**src/fbod_map.svh**
```systemverilog
// constants for the flash bus host controller
//
// Contract
// RL1: read drives chip select and output enable low, write enable high.
// RL2: command write drives write enable and chip select low, output enable high.
// RL3: width-select high gives word mode, all sixteen data pins used.
// RL4: width-select low gives byte mode; top data pin carries lowest address bit.
// RL5: word mode uses address 18..0; byte mode adds the extra low bit.
// RL6: device starts in read-array after power-up and hardware reset.
// RL7: device stays in read-array until a command changes it.
// RL8: command register has no address; latches feed the state machine.
// RL9: bypass mode programs one unit in two writes instead of four.
// RL10: program data is byte or word according to width-select.
// RL11: erase covers one sector, several, or the whole device.
// RL12: identification reads return codes on the low eight data pins.
// RL13: during program or erase, reads return status on low eight pins.
// RL14: chip select and reset both high puts the device in standby.
// RL15: leaving standby, valid data only after full chip-enable access time.
// RL16: deselecting during program or erase does not abort it.
// RL17: protect uses elevated reset, addr bit 6 low, bit 1 high, bit 0 low.
// RL18: unprotect uses elevated reset, addr bit 6 high, bit 1 high, bit 0 low.
// RL19: output enable high floats the device data outputs.
// RL20: reset low aborts operations, floats outputs, ignores cycles.
// RL21: undefined pin combinations act as no operation.
`ifndef FBOD_MAP_SVH
`define FBOD_MAP_SVH
`define FBOD_CLK_MHZ 10
`define FBOD_T_ACC_NS 70
`define FBOD_T_WP_NS 35
`define FBOD_T_RP_NS 500
`define FBOD_T_RH_NS 50
`define FBOD_ACC_CYC ((`FBOD_T_ACC_NS * `FBOD_CLK_MHZ + 999) / 1000)
`define FBOD_WP_CYC ((`FBOD_T_WP_NS * `FBOD_CLK_MHZ + 999) / 1000)
`define FBOD_RP_CYC ((`FBOD_T_RP_NS * `FBOD_CLK_MHZ + 999) / 1000)
`define FBOD_RH_CYC ((`FBOD_T_RH_NS * `FBOD_CLK_MHZ + 999) / 1000)
`define FBOD_PROT_A6_BIT 6
`define FBOD_PROT_A1_BIT 1
`define FBOD_PROT_A0_BIT 0
`endif

```
**src/fbod_pkg.sv**
```systemverilog
// types for the flash bus host controller
package fbod_pkg;
    typedef enum logic [2:0] {
        FBOD_OP_READ = 3'h0,
        FBOD_OP_WRITE = 3'h1,
        FBOD_OP_RESET = 3'h2,
        FBOD_OP_PROTECT = 3'h3,
        FBOD_OP_UNPROTECT = 3'h4
    } fbod_op_t;
    typedef enum logic [2:0] {
        FBOD_ST_IDLE = 3'h0,
        FBOD_ST_SETUP = 3'h1,
        FBOD_ST_STROBE = 3'h2,
        FBOD_ST_RECOVER = 3'h3,
        FBOD_ST_RESET = 3'h4
    } fbod_state_t;
endpackage

```
**src/fbod_host.sv**
```systemverilog
// host-side bus controller for an asynchronous parallel nor flash
`include "fbod_map.svh"
`timescale 1ns/100ps
`default_nettype none
module fbod_host #(
    parameter int ACC_CYC = `FBOD_ACC_CYC,
    parameter int WP_CYC = `FBOD_WP_CYC,
    parameter int RP_CYC = `FBOD_RP_CYC,
    parameter int RH_CYC = `FBOD_RH_CYC
) (
    input wire logic core_clk,
    input wire logic rst,
    input wire logic req_valid,
    input wire fbod_pkg::fbod_op_t req_op,
    input wire logic req_byte_mode,
    input wire logic [19:0] req_addr,
    input wire logic [15:0] req_wdata,
    output logic req_ready,
    output logic rsp_valid,
    output logic [15:0] rsp_rdata,
    output logic dev_busy,
    output logic flash_cs_n,
    output logic flash_oe_n,
    output logic flash_we_n,
    output logic flash_reset_n,
    output logic flash_elevated_id_voltage,
    output logic flash_byte_n,
    output logic [18:0] flash_addr,
    output logic [14:0] flash_dq_out,
    output logic [14:0] flash_dq_oe,
    output logic top_data_or_low_addr_out,
    output logic top_data_or_low_addr_oe,
    input wire logic [14:0] flash_dq_in,
    input wire logic top_data_or_low_addr_in,
    input wire logic ready_busy_out
);
    // ************************************************************
    // pin input synchronisers
    // ************************************************************
    logic [15:0] dq_meta_ff;
    logic [15:0] dq_sync_ff;
    logic [1:0] rb_ff;
    always_ff @(posedge core_clk) begin
        dq_meta_ff <= {top_data_or_low_addr_in, flash_dq_in};
        dq_sync_ff <= dq_meta_ff;
        rb_ff <= {rb_ff[0], ready_busy_out};
    end
    always_ff @(posedge core_clk) begin
        if (rst) begin
            dev_busy <= 1'b0;
        end else begin
            // program or erase keeps running even while deselected [RL16]
            dev_busy <= ~rb_ff[1];
        end
    end

    // ************************************************************
    // sequencer
    // ************************************************************
    fbod_pkg::fbod_state_t state_ff;
    fbod_pkg::fbod_op_t op_ff;
    logic [7:0] cnt_ff;
    logic byte_ff;
    logic [19:0] addr_ff;
    logic [15:0] wdata_ff;
    localparam logic [7:0] ACC_N = 8'(ACC_CYC);
    localparam logic [7:0] WP_N = 8'(WP_CYC);
    localparam logic [7:0] RP_N = 8'(RP_CYC);
    localparam logic [7:0] RH_N = 8'(RH_CYC);
    // two-flop input path lags the pins; stretch reads so the sample lands after access
    localparam logic [7:0] SYNC_N = 8'h02;
    wire logic cnt_done = (cnt_ff <= 8'h01);
    wire logic is_read = (op_ff == fbod_pkg::FBOD_OP_READ);

    always_ff @(posedge core_clk) begin
        if (rst) begin
            state_ff <= fbod_pkg::FBOD_ST_IDLE;
            op_ff <= fbod_pkg::FBOD_OP_READ;
            cnt_ff <= 8'h00;
            byte_ff <= 1'b0;
            addr_ff <= 20'h00000;
            wdata_ff <= 16'h0000;
        end else begin
            case (state_ff)
                fbod_pkg::FBOD_ST_IDLE: begin
                    if (req_valid) begin
                        op_ff <= req_op;
                        byte_ff <= req_byte_mode;
                        addr_ff <= req_addr;
                        wdata_ff <= req_wdata;
                        // unknown codes fall back to a harmless read [RL21]
                        if (req_op == fbod_pkg::FBOD_OP_RESET) begin
                            state_ff <= fbod_pkg::FBOD_ST_RESET;
                            cnt_ff <= RP_N;
                        end else begin
                            state_ff <= fbod_pkg::FBOD_ST_SETUP;
                            cnt_ff <= 8'h01;
                        end
                        if (req_op > fbod_pkg::FBOD_OP_UNPROTECT) begin
                            op_ff <= fbod_pkg::FBOD_OP_READ;
                        end
                    end
                end
                fbod_pkg::FBOD_ST_SETUP: begin
                    state_ff <= fbod_pkg::FBOD_ST_STROBE;
                    // chip-enable access time also covers standby exit [RL15]
                    cnt_ff <= is_read ? ACC_N + SYNC_N : WP_N;
                end
                fbod_pkg::FBOD_ST_STROBE: begin
                    cnt_ff <= cnt_ff - 8'h01;
                    if (cnt_done) begin
                        state_ff <= fbod_pkg::FBOD_ST_RECOVER;
                        cnt_ff <= 8'h01;
                    end
                end
                fbod_pkg::FBOD_ST_RECOVER: begin
                    // after a hardware reset this also covers the wait before the next read
                    cnt_ff <= cnt_ff - 8'h01;
                    if (cnt_done) begin
                        state_ff <= fbod_pkg::FBOD_ST_IDLE;
                    end
                end
                fbod_pkg::FBOD_ST_RESET: begin
                    cnt_ff <= cnt_ff - 8'h01;
                    if (cnt_done) begin
                        // recovery before next read after reset release [RL20]
                        state_ff <= fbod_pkg::FBOD_ST_RECOVER;
                        cnt_ff <= RH_N;
                    end
                end
                default: begin
                    state_ff <= fbod_pkg::FBOD_ST_IDLE;
                end
            endcase
        end
    end

    // ************************************************************
    // pin drive
    // ************************************************************
    wire logic in_strobe = (state_ff == fbod_pkg::FBOD_ST_STROBE);
    // writes keep select and data one cycle past the strobe; the latch edge is its rise
    wire logic wr_tail = (state_ff == fbod_pkg::FBOD_ST_RECOVER) & ~is_read &
        (op_ff != fbod_pkg::FBOD_OP_RESET);
    wire logic active = in_strobe | (state_ff == fbod_pkg::FBOD_ST_SETUP) | wr_tail;
    wire logic prot_op = (op_ff == fbod_pkg::FBOD_OP_PROTECT) |
        (op_ff == fbod_pkg::FBOD_OP_UNPROTECT);
    logic [18:0] nxt_addr;
    always_comb begin
        // word mode uses addr 19..1 on a18..a0; byte mode adds bit 0 [RL5]
        nxt_addr = addr_ff[19:1];
        if (prot_op) begin
            nxt_addr[`FBOD_PROT_A6_BIT] = (op_ff == fbod_pkg::FBOD_OP_UNPROTECT); // [RL17] [RL18]
            nxt_addr[`FBOD_PROT_A1_BIT] = 1'b1; // [RL17] [RL18]
            nxt_addr[`FBOD_PROT_A0_BIT] = 1'b0; // [RL17] [RL18]
        end
    end

    always_ff @(posedge core_clk) begin
        if (rst) begin
            flash_cs_n <= 1'b1;
            flash_oe_n <= 1'b1;
            flash_we_n <= 1'b1;
            flash_reset_n <= 1'b0;
            flash_elevated_id_voltage <= 1'b0;
            flash_byte_n <= 1'b1;
        end else begin
            // idle: chip select and reset high means standby [RL14]
            flash_cs_n <= ~active; // [RL1] [RL2]
            flash_oe_n <= ~(active & is_read); // [RL1] [RL19]
            flash_we_n <= ~(in_strobe & ~is_read); // [RL2]
            flash_reset_n <= (state_ff != fbod_pkg::FBOD_ST_RESET); // [RL6] [RL20]
            flash_elevated_id_voltage <= active & prot_op; // [RL17] [RL18]
            flash_byte_n <= ~byte_ff; // [RL3] [RL4] [RL10]
        end
    end

    // address and data follow the latched request, one cycle behind state
    always_ff @(posedge core_clk) begin
        if (rst) begin
            flash_addr <= 19'h00000;
            flash_dq_out <= 15'h0000;
            flash_dq_oe <= 15'h0000;
            top_data_or_low_addr_out <= 1'b0;
            top_data_or_low_addr_oe <= 1'b0;
        end else begin
            flash_addr <= nxt_addr; // [RL11] [RL8]
            flash_dq_out <= byte_ff ? {7'h00, wdata_ff[7:0]} : wdata_ff[14:0];
            // drive data only on writes; upper lanes float in byte mode [RL4]
            flash_dq_oe <= (active & ~is_read) ?
                (byte_ff ? 15'h00FF : 15'h7FFF) : 15'h0000;
            // top pin is address in byte mode, data otherwise [RL4]
            top_data_or_low_addr_out <= byte_ff ? addr_ff[0] : wdata_ff[15];
            top_data_or_low_addr_oe <= (byte_ff & active) | (active & ~is_read);
        end
    end

    // ************************************************************
    // answer
    // ************************************************************
    always_ff @(posedge core_clk) begin
        if (rst) begin
            req_ready <= 1'b0;
            rsp_valid <= 1'b0;
        end else begin
            // ready drops as soon as a request shows, so one request is taken at a time
            req_ready <= (state_ff == fbod_pkg::FBOD_ST_IDLE) & ~req_valid;
            // one pulse per operation, in the cycle after the last recovery cycle
            rsp_valid <= (state_ff == fbod_pkg::FBOD_ST_RECOVER) & cnt_done;
        end
    end

    always_ff @(posedge core_clk) begin
        if (rst) begin
            rsp_rdata <= 16'h0000;
        end else if (in_strobe & cnt_done & is_read) begin
            // status and id reads use the same timing, low byte [RL12] [RL13]
            rsp_rdata <= byte_ff ? {8'h00, dq_sync_ff[7:0]} : dq_sync_ff; // [RL1] [RL7] [RL9]
        end
    end
endmodule
`default_nettype wire

```
**config.mk**
```make
export PLATFORM = sky130hd
export DESIGN_NAME = fbod_host
export DESIGN_NICKNAME = d
export VERILOG_FILES = /design/src/fbod_pkg.sv /design/src/fbod_host.sv
export VERILOG_INCLUDE_DIRS = /design/src
export SDC_FILE = /design/constraint.sdc
export NUM_CORES = 1
export LEC_CHECK = 0
export BUFFER_PORTS_ARGS = -buffer_cell sky130_fd_sc_hd__buf_2
export CORE_ASPECT_RATIO = 0.75
export CORE_MARGIN = 2
export CORE_UTILIZATION = 35
export DETAILED_ROUTE_END_ITERATION = 12
export GPL_TIMING_DRIVEN = 0
export PLACE_DENSITY = 0.58
export RECOVER_POWER = 50
export SYNTH_ARGS = -nofsm -noshare
export SYNTH_HDL_FRONTEND = slang
export SYNTH_SLANG_ARGS = --single-unit
```
**constraint.sdc**
```tcl
create_clock -name core_clk -period 1.7 [get_ports core_clk]
set_input_delay 0.17 -clock core_clk [delete_from_list [all_inputs] [get_ports core_clk]]
set_output_delay 0.17 -clock core_clk [all_outputs]
set_load 0.03 [all_outputs]
```
==> results.json, run 1 <==
{
  "internal_power_w": 0.00757,
  "worst_slack_ns": 0.0292,
  "timing.hold.ws_ns": 0.0177,
  "route.met2.wl_um": 5090,
  "setup_viol": 0,
  "finalPower_w": 0.0113,
  "fp.coreArea_um2": 13100,
  "die_area_um2": 14500,
  "clock_path_buffers": 2,
  "synth_ff_type": "dfxtp_1",
  "ys_ff_latch": 148,
  "io_buffers": 134,
  "hold_path.class": "in2reg",
  "relSlewSlack_pct": 63.6,
  "grt_pass1_wl_um": 18700,
  "vias": 3960,
  "routabilityCongestion": 0.820,
  "finalClockSkew_ns": 0.00789,
  "dpl.hpwl_um": 7940,
  "io_pins": 136,
  "maxCapViolations": 0,
  "antennaDiodeCount": 0,
  "area_growth_pct": 42.9,
  "track_usage_pct": 16.2,
  "end_kind": "flop",
  "viasPerCell": 4.58,
  "cts.clk_slew.worst_paths_ns": 0.06,
  "fin_crit_sh_pct": 98.3,
  "wl_per_cell_um": 13.3,
  "clk_latency_ns": 0.41,
  "power_density_nw_per_um2": 1660,
  "dp_worst_setup_slack_ns": -0.101,
  "synth_edf_count": 0,
  "met1Wirelength_um": 5430,
  "utilization_pct": 51.8,
  "path_class": "reg2reg",
  "post-route-drc-count": 0,
  "antenna_left": 0,
  "rows": 36,
  "leakage_nw": 2.84,
  "final_common_cell": "dfxtp_1",
  "cts_inserted_buffers": 17,
  "fmax_ghz": 0.599,
  "drt-initial-drc-count": 201,
  "layout_min_cycle_time_ns": 1.67,
  "rsz0062_at_grt": "yes",
  "ys_warn_count": 0,
  "die_x_um": 138,
  "ir_worst_vdd_mv": 0.903,
  "layout_common_cells": "146 x dfxtp_1, 91 x nand2_1, 90 x buf_2",
  "slew_viol_final": 0,
  "clock-root-buffer": "clkbuf_16",
  "cp.required_ns": 2.02,
  "routed.top_layer": "met4",
  "initial_utilization_pct": 36.2,
  "cts_tree": "yes",
  "antenna_found_initial": 0,
  "cts_sinks": 148,
  "crit_path_max_fanout": 10,
  "syn-cell-area_um2": 4750,
  "fin_nets": 743,
  "seq_power_share_pct": 38.1,
  "synthCells": 478,
  "ys_async_sr_fraction_pct": 0,
  "ys_types": 45,
  "hold_violations": 0,
  "avgSynthCellArea_um2": 9.93,
  "outcome": "finished clean",
  "netSwitchingFraction_pct": 32.9,
  "syn-num-nets": 540,
  "grt_max_degree": 17,
  "p_switching_w": 0.00371,
  "combPwrFrac_pct": 27.4,
  "yosysSeqAreaShare_pct": 62.4,
  "htree_levels": 4,
  "p_clk_share_pct": 34.5,
  "worstPathArrival_ns": 1.99,
  "grt_pass1_vias": 3830,
  "firstDrtPassIters": 4,
  "drt-total-wl_um": 11500,
  "layout-drive-gt1-share_pct": 25.1,
  "die_h_um": 105,
  "route.met3.wl_um": 882,
  "crit_path_start_kind": "flop",
  "grt.overflow.total": 0,
  "worst_slew_pin_slew_ns": 0.546
}
[cell type report]
class	count	area [um^2]
fill	1181	6320
sequential	148	2970
multi-input combinational	285	1610
timing repair buffer	186	1120
clock buffer	19	453
buffer	38	233
tap	171	214
clock inverter	13	173
inverter	5	18.8
[flip-flops by register name, summed over array words and instances (netlist names), 8 cells and up]
name,flops
dq_sync_ff,16
wdata_ff,16
rsp_rdata,16
addr_ff,20
flash_dq_out,15
flash_addr,19
cnt_ff,8
dq_meta_ff,16
[cell usage after synthesis, drive strengths merged (5+ instances only)]
master	count	share of area, %
dfxtp	148	62
nor2	18	1.6
nand2	92	7.3
nor3	11	1.4
buf	24	3.3
clkbuf	16	1.3
nand3	12	1.3
nor2b	24	3.2
a2bb2oi	8	1.5
o21ai	12	1.4
inv	5	0.40
a21oi	56	6.0
and2	9	1.2
[logic make-up (layout without fill, tap and decap cells)]
group / after synthesis / count (layout) / synth area share [%]
AOI/OAI and AO/OA: 89 / 89 / 11.2
xor gates and xnor gates: 3 / 3 / 0.553
adders and majority gates: 2 / 2 / 0.527
buffers and inverters: 45 / 261 / 4.93
DFF: 148 / 148 / 62.4
muxes: 2 / 2 / 0.422
and+or+nand+nor: 189 / 189 / 20.0
[power by group through the flow]
stage,sequential (W),combinational [W],clock (W)
after global placement,0.00435,0.00276,0
after floorplan,0.00476,0.00159,0
after global routing,0.00437,0.00338,0.00414
after detailed placement,0.00436,0.00280,0
final,0.00430,0.00309,0.00389
after CTS,0.00429,0.00301,0.00399
[worst max-delay path, cell delays in order (launching register included)]
cell,delay [ns]
dfxtp_2,0.34
inv_1,0.06
ha_4,0.16
or2_4,0.26
and4_1,0.19
buf_6,0.14
a2111o_1,0.35
o31ai_1,0.07
[final timing paths]
path                                      from             end  slack, ns  depth (start not counted)
worst max-delay path                 cnt_ff[0]     state_ff[1]       0.03                          7
worst min-delay path              req_addr[19]     addr_ff[19]       0.02                          3
worst max register to register       cnt_ff[0]     state_ff[1]       0.03                          7
worst min register to register  dq_meta_ff[11]  dq_sync_ff[11]       0.33                          0
[per-layer routing]
layer  track usage [%]  vias up
li1                  -     2002
met1              21.1     1804
met2              24.6      143
met3              6.42       11
met4              5.54        0
met5                 0        -
[through the flow]
stage	instance area, um^2	TNS [ns]	cells
floorplan	4760	0	478
global placement	5640	-0.751	783
detailed placement	5640	-0.991	783
CTS	6780	-0.0262	865
global route	6790	-0.173	865
finish	6790	0	865
[repair_timing]
action                                 CTS  global route
pin swaps                                5             4
cloned                                   0             0
endpoints found under the hold margin   46             0
hold buffers                            46             0
setup buffers                            4             2
gates resized for setup                  6            23
setup endpoints to repair               38            65
Note: power is estimated with default switching activity, not from simulation.
==> run 2, diff against run 1 <==
--- a/config.mk
+++ b/config.mk
@@ -7,7 +7,6 @@
 export NUM_CORES = 1
 export LEC_CHECK = 0
 export BUFFER_PORTS_ARGS = -buffer_cell sky130_fd_sc_hd__buf_2
-export CORE_ASPECT_RATIO = 0.75
 export CORE_MARGIN = 2
 export CORE_UTILIZATION = 35
 export DETAILED_ROUTE_END_ITERATION = 12
==> results.json, run 2 (synthesis gave the netlist of run 1 again) <==
{
  "grt_pass1_wl_um": 18900,
  "rr_startpoint": "cnt_ff[0]",
  "wl_per_cell_um": 13.6,
  "fmax_ghz": 0.596,
  "post-route-drc-count": 0,
  "fillers": 1255,
  "cp.required_ns": 2.03,
  "combPwrFrac_pct": 27.9,
  "final_common_cell": "dfxtp_1",
  "layout_common_cells": "145 x dfxtp_1, 92 x nand2_1, 86 x buf_2",
  "path_cells": "buf_4 -> buf_4 -> nor3_2 -> nand3_1 -> or4_1 -> a211oi_1",
  "dpl_cell_area_um2": 5650,
  "crit_path_start_kind": "flop",
  "grt_busiest_layer": "met2",
  "worstPathArrival_ns": 2.01,
  "drt-initial-drc-count": 222,
  "track_usage_pct": 16.9,
  "p_clk_share_pct": 34.5,
  "cp_num_buf_inv": 2,
  "viasPerCell": 4.57,
  "rsz0062_at_grt": "yes",
  "die_x_um": 120,
  "crit_top_cell": "buf_4",
  "worst_slew_pin_slew_ns": 0.571,
  "gr-usage-met3_pct": 6.13,
  "seq_power_share_pct": 37.6,
  "vias": 3986,
  "largest_register_ffs": 20,
  "hold_path.class": "in2reg",
  "crit_path_max_incr_delay_ns": 0.42,
  "path_class": "reg2reg",
  "ir_worst_vdd_mv": 0.756,
  "cts_tree": "yes",
  "grt.overflow.total": 0,
  "htree_levels": 4,
  "drt-total-wl_um": 11900,
  "multi_input_area_um2": 1630,
  "min_from": "req_addr[10]",
  "critical_path.slowest_cell": "or4_1",
  "maxCapViolations": 0,
  "regArea_um2": 2970,
  "largest_register": "addr_ff",
  "io_buffers": 134,
  "cts.clk_slew.worst_paths_ns": 0.06,
  "clk_latency_ns": 0.42,
  "fin_crit_sh_pct": 98.8,
  "antenna_found_initial": 0,
  "io_pins": 136,
  "cts_inserted_buffers": 17,
  "finalPower_w": 0.0114,
  "relSlewSlack_pct": 61.9,
  "power_density_nw_per_um2": 1670,
  "clock-root-buffer": "clkbuf_16",
  "cts_sinks": 148,
  "outcome": "finished clean",
  "setup_viol": 0,
  "area_growth_pct": 43.7,
  "crit_start": "cnt_ff[0]",
  "p_switching_w": 0.00374,
  "die_h_um": 120,
  "layout-drive-gt1-share_pct": 25.3,
  "fin_nets": 746,
  "dpl.hpwl_um": 7850,
  "finalInstanceArea_um2": 6830,
  "rows": 42,
  "slew_viol_final": 0,
  "hold_violations": 0,
  "internal_power_w": 0.00769,
  "routabilityCongestion": 0.780,
  "netSwitchingFraction_pct": 32.8,
  "initial_utilization_pct": 35.9,
  "end_kind": "flop",
  "crit_path_max_fanout": 3,
  "antenna_left": 0,
  "grt_max_degree": 17,
  "cp_top_family": "simple AND/OR/NAND/NOR gates",
  "reg.largest.list": "addr_ff: 20 flops, flash_addr: 19 flops",
  "grt_pass1_vias": 3935,
  "firstDrtPassIters": 4,
  "antennaDiodeCount": 0,
  "clock_path_buffers": 2,
  "leakage_nw": 2.84,
  "grt_util_met1_pct": 20.4,
  "finalClockSkew_ns": 0.00663,
  "layout_min_cycle_time_ns": 1.68,
  "die_area_um2": 14500,
  "fp.coreArea_um2": 13200,
  "grt_use_met2_pct": 26.9
}
## run 2: cell count changes in the layout (fill, tap and decap cells not counted), moves of 2 or more
cell,change
clkbuf_8,-2
inv_6,+2
buf_4,+3
buf_2,-4
clkbuf_1,+6
## run 2: stage by stage
stage	utilization (%)	cells	TNS [ns]	hold slack [ns]	worst slack, ns
6_report	51.5	873	0	0.0117	0.0212
5_1_grt	51.5	873	-0.461	0.00172	-0.0909
4_1_cts	51.4	871	-0.0879	0.0000245	-0.0331
3_5_place_dp	42.6	788	-2.59	0.274	-0.102
3_3_place_gp	42.6	788	-1.59	0.272	-0.0753
2_1_floorplan	-	478	0	0.198	0.00443
## run 2: power groups by stage
stage          clock network (W)  logic, W  registers, W
2_1_floorplan                  0   0.00159       0.00476
3_3_place_gp                   0   0.00273       0.00435
3_5_place_dp                   0   0.00280       0.00436
4_1_cts                  0.00403   0.00304       0.00429
5_1_grt                  0.00420   0.00347       0.00436
6_report                 0.00395   0.00318       0.00430
## run 2: per-layer routing
layer / up-vias / part of all wire [%]
met5: - / 0
met4: 0 / 1.5
met3: 17 / 7.2
met2: 134 / 46
met1: 1831 / 45
li1: 2004 / -
## run 2: worst paths after layout
kind                   end  slack [ns]  cells past startpoint
max reg2reg      cnt_ff[5]        0.02                      6
max              cnt_ff[5]        0.02                      6
min reg2reg  dq_sync_ff[7]        0.32                      0
min            addr_ff[10]        0.01                      3
## run 2: cell type report
class / instances / share of cell area [%]
Sequential cell: 148 / 43.5
Multi-Input combinational cell: 285 / 23.9
Timing Repair Buffer: 189 / 16.6
Clock buffer: 18 / 6.29
Buffer: 38 / 3.30
Tap cell: 176 / 3.23
Clock inverter: 14 / 2.93
Inverter: 5 / 0.275
## run 2: repair_timing
| item | 4_1_cts | 5_1_grt |
|---|---|---|
| gates resized for setup | 11 | 24 |
| endpoints found under the hold margin | 45 | 1 |
| pin swaps | 1 | 7 |
| setup endpoints to repair | 42 | 68 |
| setup buffers | 6 | 3 |
| hold buffers | 45 | 1 |
## run 2: worst register-to-register path, stage by stage, from the launching register on
cell and delay [ns]:
dfxtp_2 0.33, buf_4 0.13, buf_4 0.13, nor3_2 0.20, nand3_1 0.15, or4_1 0.42, a211oi_1 0.23
